`config.mk`:
```
export PLATFORM = sky130hd
export DESIGN_NAME = host_port_fifo_ctrl
export DESIGN_NICKNAME = d
export VERILOG_FILES = /design/src/rtl/hpi_fifo_pkg.sv /design/src/rtl/host_port_fifo_ctrl.sv
export SDC_FILE = /design/constraint.sdc
export NUM_CORES = 1
export LEC_CHECK = 0
export BUFFER_PORTS_ARGS = -buffer_cell sky130_fd_sc_hd__buf_2
export CAP_MARGIN = 20
export CORE_AREA = 2 2 400 204
export CTS_CLUSTER_DIAMETER = 150
export DETAILED_ROUTE_END_ITERATION = 7
export DIE_AREA = 0 0 402 206
export PLACE_DENSITY = 0.65
export SETUP_SLACK_MARGIN = 0.5
export SYNTH_ARGS = -nofsm -noshare
export SYNTH_HDL_FRONTEND = slang
export SYNTH_SLANG_ARGS = --single-unit
```
`constraint.sdc`:
```
create_clock -name CLOCK -period 5.01 [get_ports CLOCK]
set_clock_uncertainty 0.15 [all_clocks]
set_input_delay 0.2505 -clock CLOCK [delete_from_list [all_inputs] [get_ports CLOCK]]
set_output_delay 0.2505 -clock CLOCK [all_outputs]
set_load 0.01 [all_outputs]
```
`src/rtl/hpi_fifo_pkg.sv`:
```
// constants, state codes and register map of the host port fifo flush control block
//------------------------------------------------------------------------------
// Overview of operation
// - host write of the write address register flushes the write fifo to memory.
// - after a write flush only autoincrement writes burst; wait for four words.
// - four or more queued words trigger a 4-word memory burst, repeatedly.
// - eight queued words hold the host off until a slot frees.
// - time-out with under four words drains by 3-, 2- or 1-word write.
// - write time-out is 256 clocks, restarted by each new word.
// - fixed-address data write flushes, writes one word, and stops bursting.
// - read flush lets pending accesses and requested dma finish, then drops data.
// - write flush lets pending work finish, then writes out all posted words.
// - data cycles arriving during a flush are stalled until it ends.
// - read address write and fixed-address data read flush the read fifo.
// - shared-address mode makes any flush trigger flush both fifos.
// - shared-address mode flushes both on cross-direction autoincrement access.
// - dual-address mode does no cross-direction flushing.
// - hardware or soft reset clears both fifos and their logic.
// - a host cycle active at reset is completed with ready low, then high.
// - during reset with host idle, fifos stay in reset and ready stays high.
// - soft reset during a host cycle waits for dma before releasing it.
// - soft reset bit reads 0 until done; writing 0 cannot abort; fifos only.
// - hardware reset returns all registers to defaults.
// - halting suspend stops dma after current work, only if not free and soft.
// - while halted host cycles needing service stall; resume services fifos.
// - each fifo holds eight 32-bit words.
// - fixed-address data read flushes and fetches exactly one word, no prefetch.
//------------------------------------------------------------------------------
package hpi_fifo_pkg;

  localparam int DATA_W = 32;
  localparam int AV_ADDR_W = 4;
  localparam int PTR_W = 4;
  localparam int FIFO_DEPTH = 8;

  localparam logic [PTR_W-1:0] FIFO_FULL = 4'h8;
  localparam logic [PTR_W-1:0] BURST_WORDS = 4'h4;
  localparam logic [2:0] BURST_LEN = 3'h4;
  localparam logic [2:0] SINGLE_LEN = 3'h1;
  localparam logic [DATA_W-1:0] ADDR_STEP = 32'h0000_0004;

  // write time-out, in internal clock cycles
  localparam logic [8:0] WR_TIMEOUT_CYCLES = 9'h100;

  // register byte offsets
  localparam logic [AV_ADDR_W-1:0] OFF_PORT_CTRL = 4'h0;
  localparam logic [AV_ADDR_W-1:0] OFF_EMU_MGMT = 4'h4;
  localparam logic [AV_ADDR_W-1:0] OFF_STATUS = 4'h8;

  // port_control_reg fields
  localparam int CTRL_DUAL_BIT = 9;
  localparam int CTRL_SRST_BIT = 7;
  localparam int CTRL_READY_BIT = 3;
  // emu_power_mgmt_reg fields
  localparam int EMU_FREE_BIT = 0;
  localparam int EMU_SOFT_BIT = 1;
  // status register fields
  localparam int STAT_WCNT_LSB = 0;
  localparam int STAT_RCNT_LSB = 8;
  localparam int STAT_WFLUSH_BIT = 16;
  localparam int STAT_RFLUSH_BIT = 17;
  localparam int STAT_HALT_BIT = 18;

  // reset values
  localparam logic DUAL_RST = 1'b0;
  localparam logic SRST_RST = 1'b0;
  localparam logic EMU_FREE_RST = 1'b0;
  localparam logic EMU_SOFT_RST = 1'b0;

  // host cycle types on the control pins
  localparam logic [1:0] CNTL_CTRL = 2'h0;
  localparam logic [1:0] CNTL_DATA_INC = 2'h1;
  localparam logic [1:0] CNTL_ADDR = 2'h2;
  localparam logic [1:0] CNTL_DATA_FIX = 2'h3;

  typedef enum logic [2:0] {
    H_IDLE = 3'b001,
    H_SERVE = 3'b010,
    H_DONE = 3'b100
  } host_state_t;

  typedef enum logic [2:0] {
    D_IDLE = 3'b001,
    D_REQ = 3'b010,
    D_XFER = 3'b100
  } dma_state_t;

endpackage

```
`src/rtl/host_port_fifo_ctrl.sv`:
```
// host port fifos with write bursting, flush control, soft reset and suspend halt
`timescale 1ns/1ns
`default_nettype none
module host_port_fifo_ctrl (
  input wire logic CLOCK,
  input wire logic RESETN,
  input wire logic [hpi_fifo_pkg::AV_ADDR_W-1:0] AVS_ADDRESS,
  input wire logic AVS_READ,
  input wire logic AVS_WRITE,
  input wire logic [hpi_fifo_pkg::DATA_W-1:0] AVS_WRITEDATA,
  output logic [hpi_fifo_pkg::DATA_W-1:0] AVS_READDATA,
  output logic AVS_WAITREQUEST,
  input wire logic HOST_STROBE_N,
  input wire logic HOST_RNW,
  input wire logic [1:0] HOST_CNTL,
  input wire logic HOST_ADDR_SEL_RD,
  input wire logic [hpi_fifo_pkg::DATA_W-1:0] HOST_WDATA,
  output logic [hpi_fifo_pkg::DATA_W-1:0] HOST_RDATA,
  output logic HOST_READY_N,
  input wire logic EMU_SUSPEND,
  output logic DMA_WR_REQ,
  output logic [hpi_fifo_pkg::DATA_W-1:0] DMA_WR_ADDR,
  output logic [2:0] DMA_WR_LEN,
  input wire logic DMA_WR_GNT,
  output logic DMA_WR_VALID,
  output logic [hpi_fifo_pkg::DATA_W-1:0] DMA_WR_DATA,
  output logic DMA_RD_REQ,
  output logic [hpi_fifo_pkg::DATA_W-1:0] DMA_RD_ADDR,
  output logic [2:0] DMA_RD_LEN,
  input wire logic DMA_RD_GNT,
  input wire logic DMA_RD_VALID,
  input wire logic [hpi_fifo_pkg::DATA_W-1:0] DMA_RD_DATA
);
  import hpi_fifo_pkg::*;

  typedef struct packed {
    // two-stage synchronisers for host pins and suspend
    logic strb_m;
    logic strb_s;
    logic rnw_m;
    logic rnw_s;
    logic [1:0] cntl_m;
    logic [1:0] cntl_s;
    logic asel_m;
    logic asel_s;
    logic emu_m;
    logic emu_s;
    logic [DATA_W-1:0] hwdata_m;
    logic [DATA_W-1:0] hwdata_s;
    // host cycle handling
    host_state_t hst;
    logic hw_abort;
    logic [1:0] armed;
    logic cyc_fl;
    logic cyc_req;
    logic ready_n;
    logic [DATA_W-1:0] hrdata;
    // software registers
    logic dual;
    logic srst_bit;
    logic srst_busy;
    logic emu_free;
    logic emu_soft;
    logic av_wait;
    logic [DATA_W-1:0] av_rdata;
    // fifos
    logic [FIFO_DEPTH-1:0][DATA_W-1:0] wf;
    logic [FIFO_DEPTH-1:0][DATA_W-1:0] rf;
    logic [PTR_W-1:0] wwp;
    logic [PTR_W-1:0] wrp;
    logic [PTR_W-1:0] rwp;
    logic [PTR_W-1:0] rrp;
    logic wflush;
    logic rflush;
    logic wburst_en;
    logic rpre_en;
    logic rsingle;
    logic [8:0] wtimer;
    // dma engines
    dma_state_t wst;
    dma_state_t rst;
    logic [2:0] wlen;
    logic [2:0] rlen;
    logic [DATA_W-1:0] wdma_addr;
    logic [DATA_W-1:0] rdma_addr;
    logic wr_req;
    logic [DATA_W-1:0] wr_addr;
    logic [2:0] wr_len;
    logic wr_valid;
    logic [DATA_W-1:0] wr_data;
    logic rd_req;
    logic [DATA_W-1:0] rd_addr;
    logic [2:0] rd_len;
  } state_t;

  state_t q;
  state_t d;

  function automatic logic [PTR_W-1:0] fifo_count(input logic [PTR_W-1:0] wp,
                                                  input logic [PTR_W-1:0] rp);
    fifo_count = wp - rp;
  endfunction

  logic [PTR_W-1:0] wcnt;
  logic [PTR_W-1:0] rcnt;
  logic halted;
  logic srst_cond;
  logic dma_idle;
  logic sel_r;
  logic sel_w;
  logic [2:0] wstart_len;
  logic [2:0] rstart_len;

  assign wcnt = fifo_count(q.wwp, q.wrp);
  assign rcnt = fifo_count(q.rwp, q.rrp);
  assign halted = q.emu_s & ~q.emu_free & q.emu_soft;
  assign srst_cond = q.srst_bit | q.srst_busy;
  assign dma_idle = (q.wst == D_IDLE) && (q.rst == D_IDLE);
  // in shared-address mode every flush reaches both fifos
  assign sel_r = q.asel_s | ~q.dual;
  assign sel_w = ~q.asel_s | ~q.dual;

  always_comb begin
    d = q;
    wstart_len = 3'h0;
    rstart_len = 3'h0;

    //--------------------------------------------------------------------------
    // synchronisers
    //--------------------------------------------------------------------------
    d.strb_m = HOST_STROBE_N;
    d.strb_s = q.strb_m;
    d.rnw_m = HOST_RNW;
    d.rnw_s = q.rnw_m;
    d.cntl_m = HOST_CNTL;
    d.cntl_s = q.cntl_m;
    d.asel_m = HOST_ADDR_SEL_RD;
    d.asel_s = q.asel_m;
    d.emu_m = EMU_SUSPEND;
    d.emu_s = q.emu_m;
    d.hwdata_m = HOST_WDATA;
    d.hwdata_s = q.hwdata_m;

    //--------------------------------------------------------------------------
    // register bus: one wait state, then the access completes
    //--------------------------------------------------------------------------
    d.av_wait = 1'b1;
    if ((AVS_READ || AVS_WRITE) && q.av_wait) begin
      d.av_wait = 1'b0;
      d.av_rdata = '0;
      case (AVS_ADDRESS)
        OFF_PORT_CTRL: begin
          d.av_rdata[CTRL_DUAL_BIT] = q.dual;
          d.av_rdata[CTRL_SRST_BIT] = q.srst_bit & ~q.srst_busy;
          d.av_rdata[CTRL_READY_BIT] = q.ready_n;
        end
        OFF_EMU_MGMT: begin
          d.av_rdata[EMU_FREE_BIT] = q.emu_free;
          d.av_rdata[EMU_SOFT_BIT] = q.emu_soft;
        end
        OFF_STATUS: begin
          d.av_rdata[STAT_WCNT_LSB +: PTR_W] = wcnt;
          d.av_rdata[STAT_RCNT_LSB +: PTR_W] = rcnt;
          d.av_rdata[STAT_WFLUSH_BIT] = q.wflush;
          d.av_rdata[STAT_RFLUSH_BIT] = q.rflush;
          d.av_rdata[STAT_HALT_BIT] = halted;
        end
        default: d.av_rdata = '0;
      endcase
    end
    if (AVS_WRITE && !q.av_wait) begin
      case (AVS_ADDRESS)
        OFF_PORT_CTRL: begin
          d.dual = AVS_WRITEDATA[CTRL_DUAL_BIT];
          d.srst_bit = AVS_WRITEDATA[CTRL_SRST_BIT];
          // a 0 write drops the level but the started reset runs on
          if (AVS_WRITEDATA[CTRL_SRST_BIT]) begin
            d.srst_busy = 1'b1;
          end
        end
        OFF_EMU_MGMT: begin
          d.emu_free = AVS_WRITEDATA[EMU_FREE_BIT];
          d.emu_soft = AVS_WRITEDATA[EMU_SOFT_BIT];
        end
        default: begin
        end
      endcase
    end

    //--------------------------------------------------------------------------
    // write dma engine
    //--------------------------------------------------------------------------
    d.wr_valid = 1'b0;
    case (q.wst)
      D_IDLE: begin
        if (!halted && !srst_cond) begin
          if (wcnt >= BURST_WORDS && (q.wburst_en || q.wflush)) begin
            wstart_len = BURST_LEN;
          end else if (wcnt != '0 && (q.wflush || q.wtimer == WR_TIMEOUT_CYCLES)) begin
            wstart_len = wcnt[2:0];
          end
        end
        if (wstart_len != 3'h0) begin
          d.wr_req = 1'b1;
          d.wr_addr = q.wdma_addr;
          d.wr_len = wstart_len;
          d.wlen = wstart_len;
          d.wtimer = '0;
          d.wst = D_REQ;
        end else if (wcnt == '0) begin
          d.wtimer = '0;
        end else if (q.wtimer != WR_TIMEOUT_CYCLES) begin
          d.wtimer = q.wtimer + 9'h001;
        end
      end
      D_REQ: begin
        if (DMA_WR_GNT) begin
          d.wr_req = 1'b0;
          d.wst = D_XFER;
        end
      end
      D_XFER: begin
        d.wr_valid = 1'b1;
        d.wr_data = q.wf[q.wrp[2:0]];
        d.wrp = q.wrp + 4'h1;
        d.wlen = q.wlen - 3'h1;
        d.wdma_addr = q.wdma_addr + ADDR_STEP;
        if (q.wlen == SINGLE_LEN) begin
          d.wst = D_IDLE;
        end
      end
      default: d.wst = D_IDLE;
    endcase

    //--------------------------------------------------------------------------
    // read dma engine
    //--------------------------------------------------------------------------
    case (q.rst)
      D_IDLE: begin
        if (!halted && !srst_cond && !q.rflush) begin
          if (q.rpre_en && rcnt <= BURST_WORDS) begin
            rstart_len = BURST_LEN;
          end else if (q.rsingle && rcnt == '0) begin
            rstart_len = SINGLE_LEN;
            d.rsingle = 1'b0;
          end
        end
        if (rstart_len != 3'h0) begin
          d.rd_req = 1'b1;
          d.rd_addr = q.rdma_addr;
          d.rd_len = rstart_len;
          d.rlen = rstart_len;
          d.rst = D_REQ;
        end
      end
      D_REQ: begin
        if (DMA_RD_GNT) begin
          d.rd_req = 1'b0;
          d.rst = D_XFER;
        end
      end
      D_XFER: begin
        if (DMA_RD_VALID) begin
          d.rf[q.rwp[2:0]] = DMA_RD_DATA;
          d.rwp = q.rwp + 4'h1;
          d.rlen = q.rlen - 3'h1;
          d.rdma_addr = q.rdma_addr + ADDR_STEP;
          if (q.rlen == SINGLE_LEN) begin
            d.rst = D_IDLE;
          end
        end
      end
      default: d.rst = D_IDLE;
    endcase

    //--------------------------------------------------------------------------
    // flush completion: only once the engine holds no request or burst
    //--------------------------------------------------------------------------
    if (q.wflush && wcnt == '0 && q.wst == D_IDLE) begin
      d.wflush = 1'b0;
      d.wburst_en = 1'b0;
    end
    if (q.rflush && q.rst == D_IDLE) begin
      d.rrp = '0;
      d.rwp = '0;
      d.rflush = 1'b0;
      d.rpre_en = 1'b0;
    end

    //--------------------------------------------------------------------------
    // host cycles
    //--------------------------------------------------------------------------
    d.armed = {q.armed[0], 1'b1};
    if (q.strb_s && q.armed[1]) begin
      d.hw_abort = 1'b0;
    end
    case (q.hst)
      H_IDLE: begin
        d.cyc_fl = 1'b0;
        d.cyc_req = 1'b0;
        if (!q.strb_s) begin
          if (q.hw_abort) begin
            d.hst = H_DONE;
          end else if (!srst_cond) begin
            d.hst = H_SERVE;
          end
        end
      end
      H_SERVE: begin
        if (srst_cond) begin
          // the interrupted cycle is released only after dma has drained
          if (dma_idle) begin
            d.hst = H_DONE;
          end
        end else begin
          case (q.cntl_s)
            CNTL_ADDR: begin
              if (q.rnw_s) begin
                d.hrdata = q.asel_s ? q.rdma_addr : q.wdma_addr;
                d.hst = H_DONE;
              end else if (!q.cyc_fl) begin
                d.wflush = q.wflush | sel_w;
                d.rflush = q.rflush | sel_r;
                d.cyc_fl = 1'b1;
              end else if (!q.wflush && !q.rflush) begin
                if (sel_w) begin
                  d.wdma_addr = q.hwdata_s;
                end
                if (sel_r) begin
                  d.rdma_addr = q.hwdata_s;
                end
                d.hst = H_DONE;
              end
            end
            CNTL_DATA_INC: begin
              if (!q.cyc_fl && !q.dual && (q.rnw_s ? wcnt : rcnt) != '0) begin
                d.wflush = 1'b1;
                d.rflush = 1'b1;
                d.cyc_fl = 1'b1;
              end else if (q.wflush || q.rflush) begin
                d.cyc_fl = 1'b1;
              end else if (q.rnw_s) begin
                if (rcnt != '0) begin
                  d.hrdata = q.rf[q.rrp[2:0]];
                  d.rrp = q.rrp + 4'h1;
                  d.hst = H_DONE;
                end else begin
                  d.rpre_en = 1'b1;
                end
              end else if (wcnt != FIFO_FULL) begin
                d.wf[q.wwp[2:0]] = q.hwdata_s;
                d.wwp = q.wwp + 4'h1;
                d.wtimer = '0;
                d.wburst_en = 1'b1;
                d.hst = H_DONE;
              end
            end
            CNTL_DATA_FIX: begin
              if (!q.cyc_fl) begin
                d.rflush = q.rflush | (q.rnw_s | ~q.dual);
                d.wflush = q.wflush | (~q.rnw_s | ~q.dual);
                d.rpre_en = q.rpre_en & ~q.rnw_s;
                d.cyc_fl = 1'b1;
              end else if (q.wflush || q.rflush) begin
                d.cyc_fl = 1'b1;
              end else if (q.rnw_s) begin
                if (rcnt != '0) begin
                  d.hrdata = q.rf[q.rrp[2:0]];
                  d.rrp = q.rrp + 4'h1;
                  d.hst = H_DONE;
                end else if (!q.cyc_req) begin
                  d.rsingle = 1'b1;
                  d.cyc_req = 1'b1;
                end
              end else if (wcnt != FIFO_FULL) begin
                // one word, pushed straight out by its own flush
                d.wf[q.wwp[2:0]] = q.hwdata_s;
                d.wwp = q.wwp + 4'h1;
                d.wtimer = '0;
                d.wburst_en = 1'b0;
                d.wflush = 1'b1;
                d.hst = H_DONE;
              end
            end
            default: d.hst = H_DONE;
          endcase
        end
      end
      H_DONE: begin
        if (q.strb_s) begin
          d.hst = H_IDLE;
        end
      end
      default: d.hst = H_IDLE;
    endcase

    //--------------------------------------------------------------------------
    // soft reset: fifos cleared once no dma is outstanding
    //--------------------------------------------------------------------------
    if (srst_cond && dma_idle) begin
      d.wwp = '0;
      d.wrp = '0;
      d.rwp = '0;
      d.rrp = '0;
      d.wflush = 1'b0;
      d.rflush = 1'b0;
      d.wburst_en = 1'b0;
      d.rpre_en = 1'b0;
      d.rsingle = 1'b0;
      d.wtimer = '0;
      d.srst_busy = 1'b0;
    end

    // ready is low only while the host cycle is being completed
    d.ready_n = (d.hst != H_DONE);
  end

  always_ff @(posedge CLOCK or negedge RESETN) begin
    if (!RESETN) begin
      q <= '0;
      q.strb_m <= 1'b1;
      q.strb_s <= 1'b1;
      q.hst <= H_IDLE;
      q.hw_abort <= 1'b1;
      q.ready_n <= 1'b1;
      q.dual <= DUAL_RST;
      q.srst_bit <= SRST_RST;
      q.emu_free <= EMU_FREE_RST;
      q.emu_soft <= EMU_SOFT_RST;
      q.av_wait <= 1'b1;
      q.wst <= D_IDLE;
      q.rst <= D_IDLE;
    end else begin
      q <= d;
    end
  end

  assign AVS_READDATA = q.av_rdata;
  assign AVS_WAITREQUEST = q.av_wait;
  assign HOST_RDATA = q.hrdata;
  assign HOST_READY_N = q.ready_n;
  assign DMA_WR_REQ = q.wr_req;
  assign DMA_WR_ADDR = q.wr_addr;
  assign DMA_WR_LEN = q.wr_len;
  assign DMA_WR_VALID = q.wr_valid;
  assign DMA_WR_DATA = q.wr_data;
  assign DMA_RD_REQ = q.rd_req;
  assign DMA_RD_ADDR = q.rd_addr;
  assign DMA_RD_LEN = q.rd_len;

endmodule // host_port_fifo_ctrl
`default_nettype wire

```
==> metrics.yaml, run 1 <==
crit_path_start_kind: "flop"
synth.avg_cell_area_um2: 13.0
cp_max_fo: 32
die_area_um2: 82800
synth_edf_count: 0
vdd_ir_drop_max_v: 0.000271
clkPwrFrac: 0.389
setup_viol: 0
drive_gt1_frac: 0.383
numClockSinks: 857
p_switching_mw: 4.27
synthArstFlopShare: 1.00
portBuffers: 234
hold_viol: 0
hp-class: "in -> reg"
power.density_nw_per_um2: 366
leakagePower_nw: 20.7
ys_seq_elements: 857
max_slew_margin: 0.283
synth_area_um2: 39400
numCtsBuffers: 78
gr-total-overflow: 0
period_needed_ns: 4.39
htree_levels: 3
netSwitchingFraction: 0.265
rsz0062_at_grt: "true"
track_usage: 0.248
maxSlewViolCount: 0
clk_pin_slew_ns: 0.06
viasPerCell: 5.86
synthFlopType: "dfrtp_1"
ios: 284
firstDrtPassIters: 6
root_buffer: "clkbuf_16"
worstReg2RegEnd: "q[492]$_DFFE_PN0P_"
wl_um: 102000
max-cap-violations: 0
antenna_left: 0
grt_max_degree: 142
yosysSeqAreaShare: 0.545
post-dp-hpwl_um: 65200
pwr-share-comb: 0.131
wl_per_cell_um: 23.9
synth_cell_types: 80
drcViolationCount: 0
die_w_um: 402
grt_pass1_wl_um: 157000
die_h_um: 206
rrSetupSlack_ns: 0.62
cts_tree: "done"
routed-via-count: 25051
initial_core_util: 0.492
p_int_mw: 11.8
fmaxAchievable_ghz: 0.228
gp_routability_congestion: 0.882
worstHoldEndpoint: "d[820]$_DFF_PN0_"
worst_pin_slew_ns: 1.07
crit_path_end_kind: "flop"
core_area_um2: 80000
min_path_cells: 2
fin_nets: 3282
syn2layout_area_growth_pct: 11.8
cp.required_ns: 5.40
dpl.cell_count: 4034
status: "completed"
fp-row-count: 74
ys.warnings.count: 0
worstHoldStart: "HOST_WDATA[18]"
antenna_found_initial: 2
first_global_vias: 26013
clk_path_buf_depth: 3
drt_iter0_drc: 2262
fin_crit_sh: 0.877
timing.rr.start: "q[207]$_DFFE_PN0P_"
crit_arrival_ns: 4.78
fin_cells: 4275
clock_latency_ns: 0.67
crit_type: "reg -> reg"
reg2reg_depth: 11
p_seq_frac: 0.480
synth_cells: 3032
setup-tns-final_ns: 0
## kinds of logic after synthesis
kind of cell             after synthesis  synth area share
AO/OA/AOI/OAI                        335            0.0565
XOR/XNOR                              72            0.0160
adder cells (fa/ha/maj)               20           0.00674
buffers and inverters                399            0.0570
flip-flops                           857             0.545
multiplexers                         740             0.248
other                                  2          0.000191
AND/OR/NAND/NOR                      607            0.0702
## synthesized netlist by cell type, drive strengths merged (4+ instances only)
| cell type | count | area, µm² |
|---|---|---|
| nand2b | 5 | 31.3 |
| xnor2 | 36 | 315 |
| o22ai | 36 | 225 |
| nor2b | 14 | 87.6 |
| nor3 | 23 | 115 |
| xor2 | 36 | 315 |
| nor2 | 150 | 563 |
| clkbuf | 132 | 529 |
| nor3b | 5 | 37.5 |
| a2111oi | 4 | 72.6 |
| or2 | 5 | 31.3 |
| nand2 | 266 | 998 |
| and2 | 6 | 37.5 |
| a22o | 6 | 52.6 |
| dfrtp | 849 | 21200 |
| buf | 233 | 1590 |
| nand3 | 46 | 255 |
| o21ai | 35 | 175 |
| nand4 | 24 | 156 |
| a21oi | 94 | 474 |
| inv | 31 | 116 |
| ha | 18 | 225 |
| dfstp | 8 | 210 |
| a31o | 35 | 307 |
| or3 | 4 | 25.0 |
| a31oi | 74 | 463 |
| mux2i | 4 | 40.0 |
| and4 | 5 | 43.8 |
| a21o | 4 | 30.0 |
| mux2 | 608 | 6850 |
| nor4 | 16 | 100 |
| mux4 | 128 | 2880 |
| and3 | 19 | 119 |
| o31ai | 4 | 30.0 |
| nand3b | 5 | 41.3 |
| a211oi | 9 | 80.1 |
## cell type report
class | count | area, µm²
diodes | 1 | 2.50
clock buffers | 112 | 2310
clock inverters | 29 | 355
fillers | 6500 | 36000
inverters | 34 | 128
multi-input cells | 1798 | 15800
flip-flops and latches | 857 | 21500
well taps | 1064 | 1330
repair buffers | 380 | 2600
## routing by layer
layer,track usage,vias up,share of wire
met5,0,-,0
met2,0.391,791,0.47
li1,-,10942,-
met1,0.351,13171,0.45
met3,0.0480,147,0.059
met4,0.0768,0,0.026
## sequential cells by signal (all words and copies together), names as in the netlist
| signal | count |
|---|---|
| HOST_RDATA | 32 |
| DMA_RD_ADDR | 32 |
| DMA_WR_REQ | 1 |
| DMA_WR_LEN | 3 |
| q | 668 |
| AVS_WAITREQUEST | 1 |
| DMA_RD_LEN | 2 |
| DMA_WR_VALID | 1 |
| DMA_RD_REQ | 1 |
| HOST_READY_N | 1 |
| AVS_READDATA | 12 |
| d | 39 |
| DMA_WR_DATA | 32 |
| DMA_WR_ADDR | 32 |
## per-stage QoR
stage | hold slack (ns) | area, µm² | total power [mW] | setup WS (ns) | utilization
floorplan | -0.195 | 39400 | 9.21 | 1.23 | -
global placement | 0.184 | 40300 | 9.81 | 0.797 | 0.504
detailed placement | 0.185 | 40300 | 9.90 | 0.587 | 0.504
CTS | 0.00398 | 43900 | 16.2 | 0.609 | 0.549
global route | 0.0683 | 44000 | 16.8 | 0.439 | 0.550
finish | 0.0785 | 44000 | 16.1 | 0.619 | 0.550
## how the worst max path moves through the flow
stage / slack [ns] / endpoint / cells past startpoint / start
floorplan: 1.23 / q[468]$_DFFE_PN0P_ / 12 / q[204]$_DFFE_PN0P_
global placement: 0.80 / q[619]$_DFFE_PN0P_ / 10 / q[207]$_DFFE_PN0P_
detailed placement: 0.59 / q[609]$_DFFE_PN0P_ / 10 / q[207]$_DFFE_PN0P_
CTS: 0.61 / q[611]$_DFFE_PN0P_ / 10 / q[207]$_DFFE_PN0P_
global route: 0.44 / q[492]$_DFFE_PN0P_ / 11 / q[207]$_DFFE_PN0P_
finish: 0.62 / q[492]$_DFFE_PN0P_ / 11 / q[207]$_DFFE_PN0P_
## repair_timing
| item | CTS | global route |
|---|---|---|
| endpoints found under the hold margin | 412 | 1 |
| hold buffers | 90 | 1 |
| endpoints found under the setup margin | 0 | 64 |
| gates resized for setup | 0 | 2 |
| buffers inserted | 0 | 2 |
## power by group through the flow
stage / logic, mW / registers (mW) / clock network [mW]
floorplan: 1.53 / 7.68 / 0
global placement: 1.99 / 7.82 / 0
detailed placement: 2.04 / 7.86 / 0
CTS: 2.12 / 7.73 / 6.39
global route: 2.29 / 7.78 / 6.67
finish: 2.11 / 7.73 / 6.26
## layout by cell type (no fill, tap or decap), types with 17 or more instances in the layout
master and count:
a21oi_1 93, a31o_2 35, a31oi_1 74, and3_1 19, buf_2 233, buf_4 46
clkbuf_16 81, clkbuf_8 17, conb_1 22, dfrtp_1 843, dlygate4sd3_1 91, ha_1 18
inv_1 31, mux2_2 606, mux4_2 128, nand2_1 265, nand3_1 43, nand4_1 23
nor2_1 149, nor3_1 19, o21ai_0 34, o22ai_1 36, xnor2_1 36, xor2_1 36
## worst max-delay path, stage by stage (launching register included)
cell and delay (ns):
dfrtp_1 0.46, inv_1 0.45, ha_1 0.27, inv_1 0.05, fa_1 0.41, xnor2_1 0.31, nand3b_1 0.25, o41a_4 0.47
nand2_1 0.29, and3_1 0.22, buf_4 0.47, mux2_2 0.41
Note: power is estimated with default switching activity, not from simulation.
==> run 2, diff against run 1 <==
RECOVER_POWER = 25   (was not set)
==> run 2 against run 1 <==
Net effect: cell count stayed put; critical path type unchanged; first-iteration DRC count increased by 0.84%; total power is 0.33% lower; the flow now finishes with violations (capacitance limit, slew limit); fmax is 0.30% lower; die area unchanged; non-clock buffer count unchanged; critical endpoint unchanged; sequential cell count stayed put.
==> metrics.yaml, run 2 (synthesized netlist as in run 1, its figures left out) <==
power.density_nw_per_um2: 367
wl_um: 102000
grt_max_degree: 142
numClockSinks: 857
antenna_found_initial: 2
grt_pass1_wl_um: 157000
crit_path_end_kind: "flop"
critPathMostFrequentCell: "inv_1"
clk_path_buf_depth: 3
vdd_ir_drop_max_v: 0.000271
setup-tns-final_ns: 0
worst_slack_ns: 0.605
drt_iter0_drc: 2281
htree_levels: 3
syn2layout_area_growth_pct: 11.2
die_area_um2: 82800
regMostFlops: "q"
fmaxAchievable_ghz: 0.227
leakagePower_nw: 20.1
hp-class: "in -> reg"
fin_crit_sh: 0.879
post-dp-hpwl_um: 65200
root_buffer: "clkbuf_16"
viasPerCell: 5.87
setup_viol: 0
ios: 284
core_area_um2: 80000
final_common_cell: "dfrtp_1"
die_w_um: 402
wl_per_cell_um: 23.9
status: "finished with violations"
cp_slowest_cell: "o41a_4"
crit_buf_inv: 3
first_global_vias: 26013
period_needed_ns: 4.40
rsz0062_at_grt: "true"
failed_checks: "capacitance limit, slew limit"
fp-row-count: 74
crit_arrival_ns: 4.79
gr-total-overflow: 0
pre_cts_ws_ns: 0.587
initial_core_util: 0.492
clk_pin_slew_ns: 0.06
cp_max_fo: 32
critPathTopFamily: "buffers and inverters"
max_stage_delay_ns: 0.47
routed-via-count: 25113
crit_path_cell_trace: "inv_1 > ha_1 > inv_1 > fa_1 > xnor2_1 > nand3b_1 > o41a_4 > nand2_1 > and3_1 > buf_4 > mux2_2"
max-cap-violations: 1
fin_nets: 3282
track_usage: 0.248
drcViolationCount: 0
whs_ns: 0.0808
worst_pin_slew_ns: 3.14
firstDrtPassIters: 6
die_h_um: 206
max_slew_margin: -1.09
hold_viol: 0
portBuffers: 234
final_cell_mix: "843 x dfrtp_1, 606 x mux2_2, 265 x nand2_1, 171 x clkbuf_1, 149 x nor2_1"
maxSlewViolCount: 102
crit_path_start_kind: "flop"
largest_register_ff_count: 668
drive_gt1_frac: 0.334
gp_routability_congestion: 0.882
numCtsBuffers: 78
antenna_left: 0
cts_tree: "done"
clock_latency_ns: 0.66
cp.required_ns: 5.40
crit_type: "reg -> reg"
==> run 2: repair_timing <==
item | CTS | global route
gates resized for setup | 0 | 2
hold buffers | 90 | 1
endpoints found under the setup margin | 0 | 64
buffers inserted | 0 | 2
endpoints found under the hold margin | 412 | 1
==> run 2: worst paths after layout <==
check | to | start | slack, ns | depth (start not counted)
worst min-delay path | d[820]$_DFF_PN0_ | HOST_WDATA[18] | 0.08 | 2
min in group asynchronous | q[179]$_DFFE_PN0P_ | RESETN | 0.92 | 2
max in group asynchronous | q[213]$_DFFE_PN0P_ | RESETN | 1.18 | 3
worst min register to register | q[827]$_DFF_PN0_ | d[827]$_DFF_PN0_ | 0.20 | 0
worst max-delay path | q[492]$_DFFE_PN0P_ | q[207]$_DFFE_PN0P_ | 0.61 | 11
worst max register to register | q[492]$_DFFE_PN0P_ | q[207]$_DFFE_PN0P_ | 0.61 | 11
==> run 2: cell type report <==
cell class	count	area, µm²
inverters	34	128
repair buffers	380	2380
diodes	1	2.50
multi-input cells	1798	15800
clock buffers	112	2310
fillers	6579	36200
flip-flops and latches	857	21500
clock inverters	29	355
well taps	1064	1330
==> run 2: metrics by stage <==
| step | util | power (mW) | cell area (µm²) | instances |
|---|---|---|---|---|
| finish | 0.547 | 16.0 | 43800 | 4275 |
| global route | 0.547 | 16.7 | 43800 | 4274 |
| CTS | 0.549 | 16.2 | 43900 | 4265 |
| detailed placement | 0.504 | 9.90 | 40300 | 4034 |
| global placement | 0.504 | 9.81 | 40300 | 4034 |
| floorplan | - | 9.21 | 39400 | 3052 |
==> run 2: routing by layer <==
metal,track usage,vias up,share of wire
li1,-,10957,-
met1,0.351,13217,0.45
met2,0.391,787,0.47
met3,0.0480,152,0.060
met4,0.0768,0,0.026
met5,0,-,0
==> run 2: power by group <==
group | switching, mW | internal [mW] | total, mW
clock network | 2.68 | 3.59 | 6.27
registers | 0.377 | 7.36 | 7.74
logic | 1.22 | 0.825 | 2.04
total | 4.28 | 11.8 | 16.0
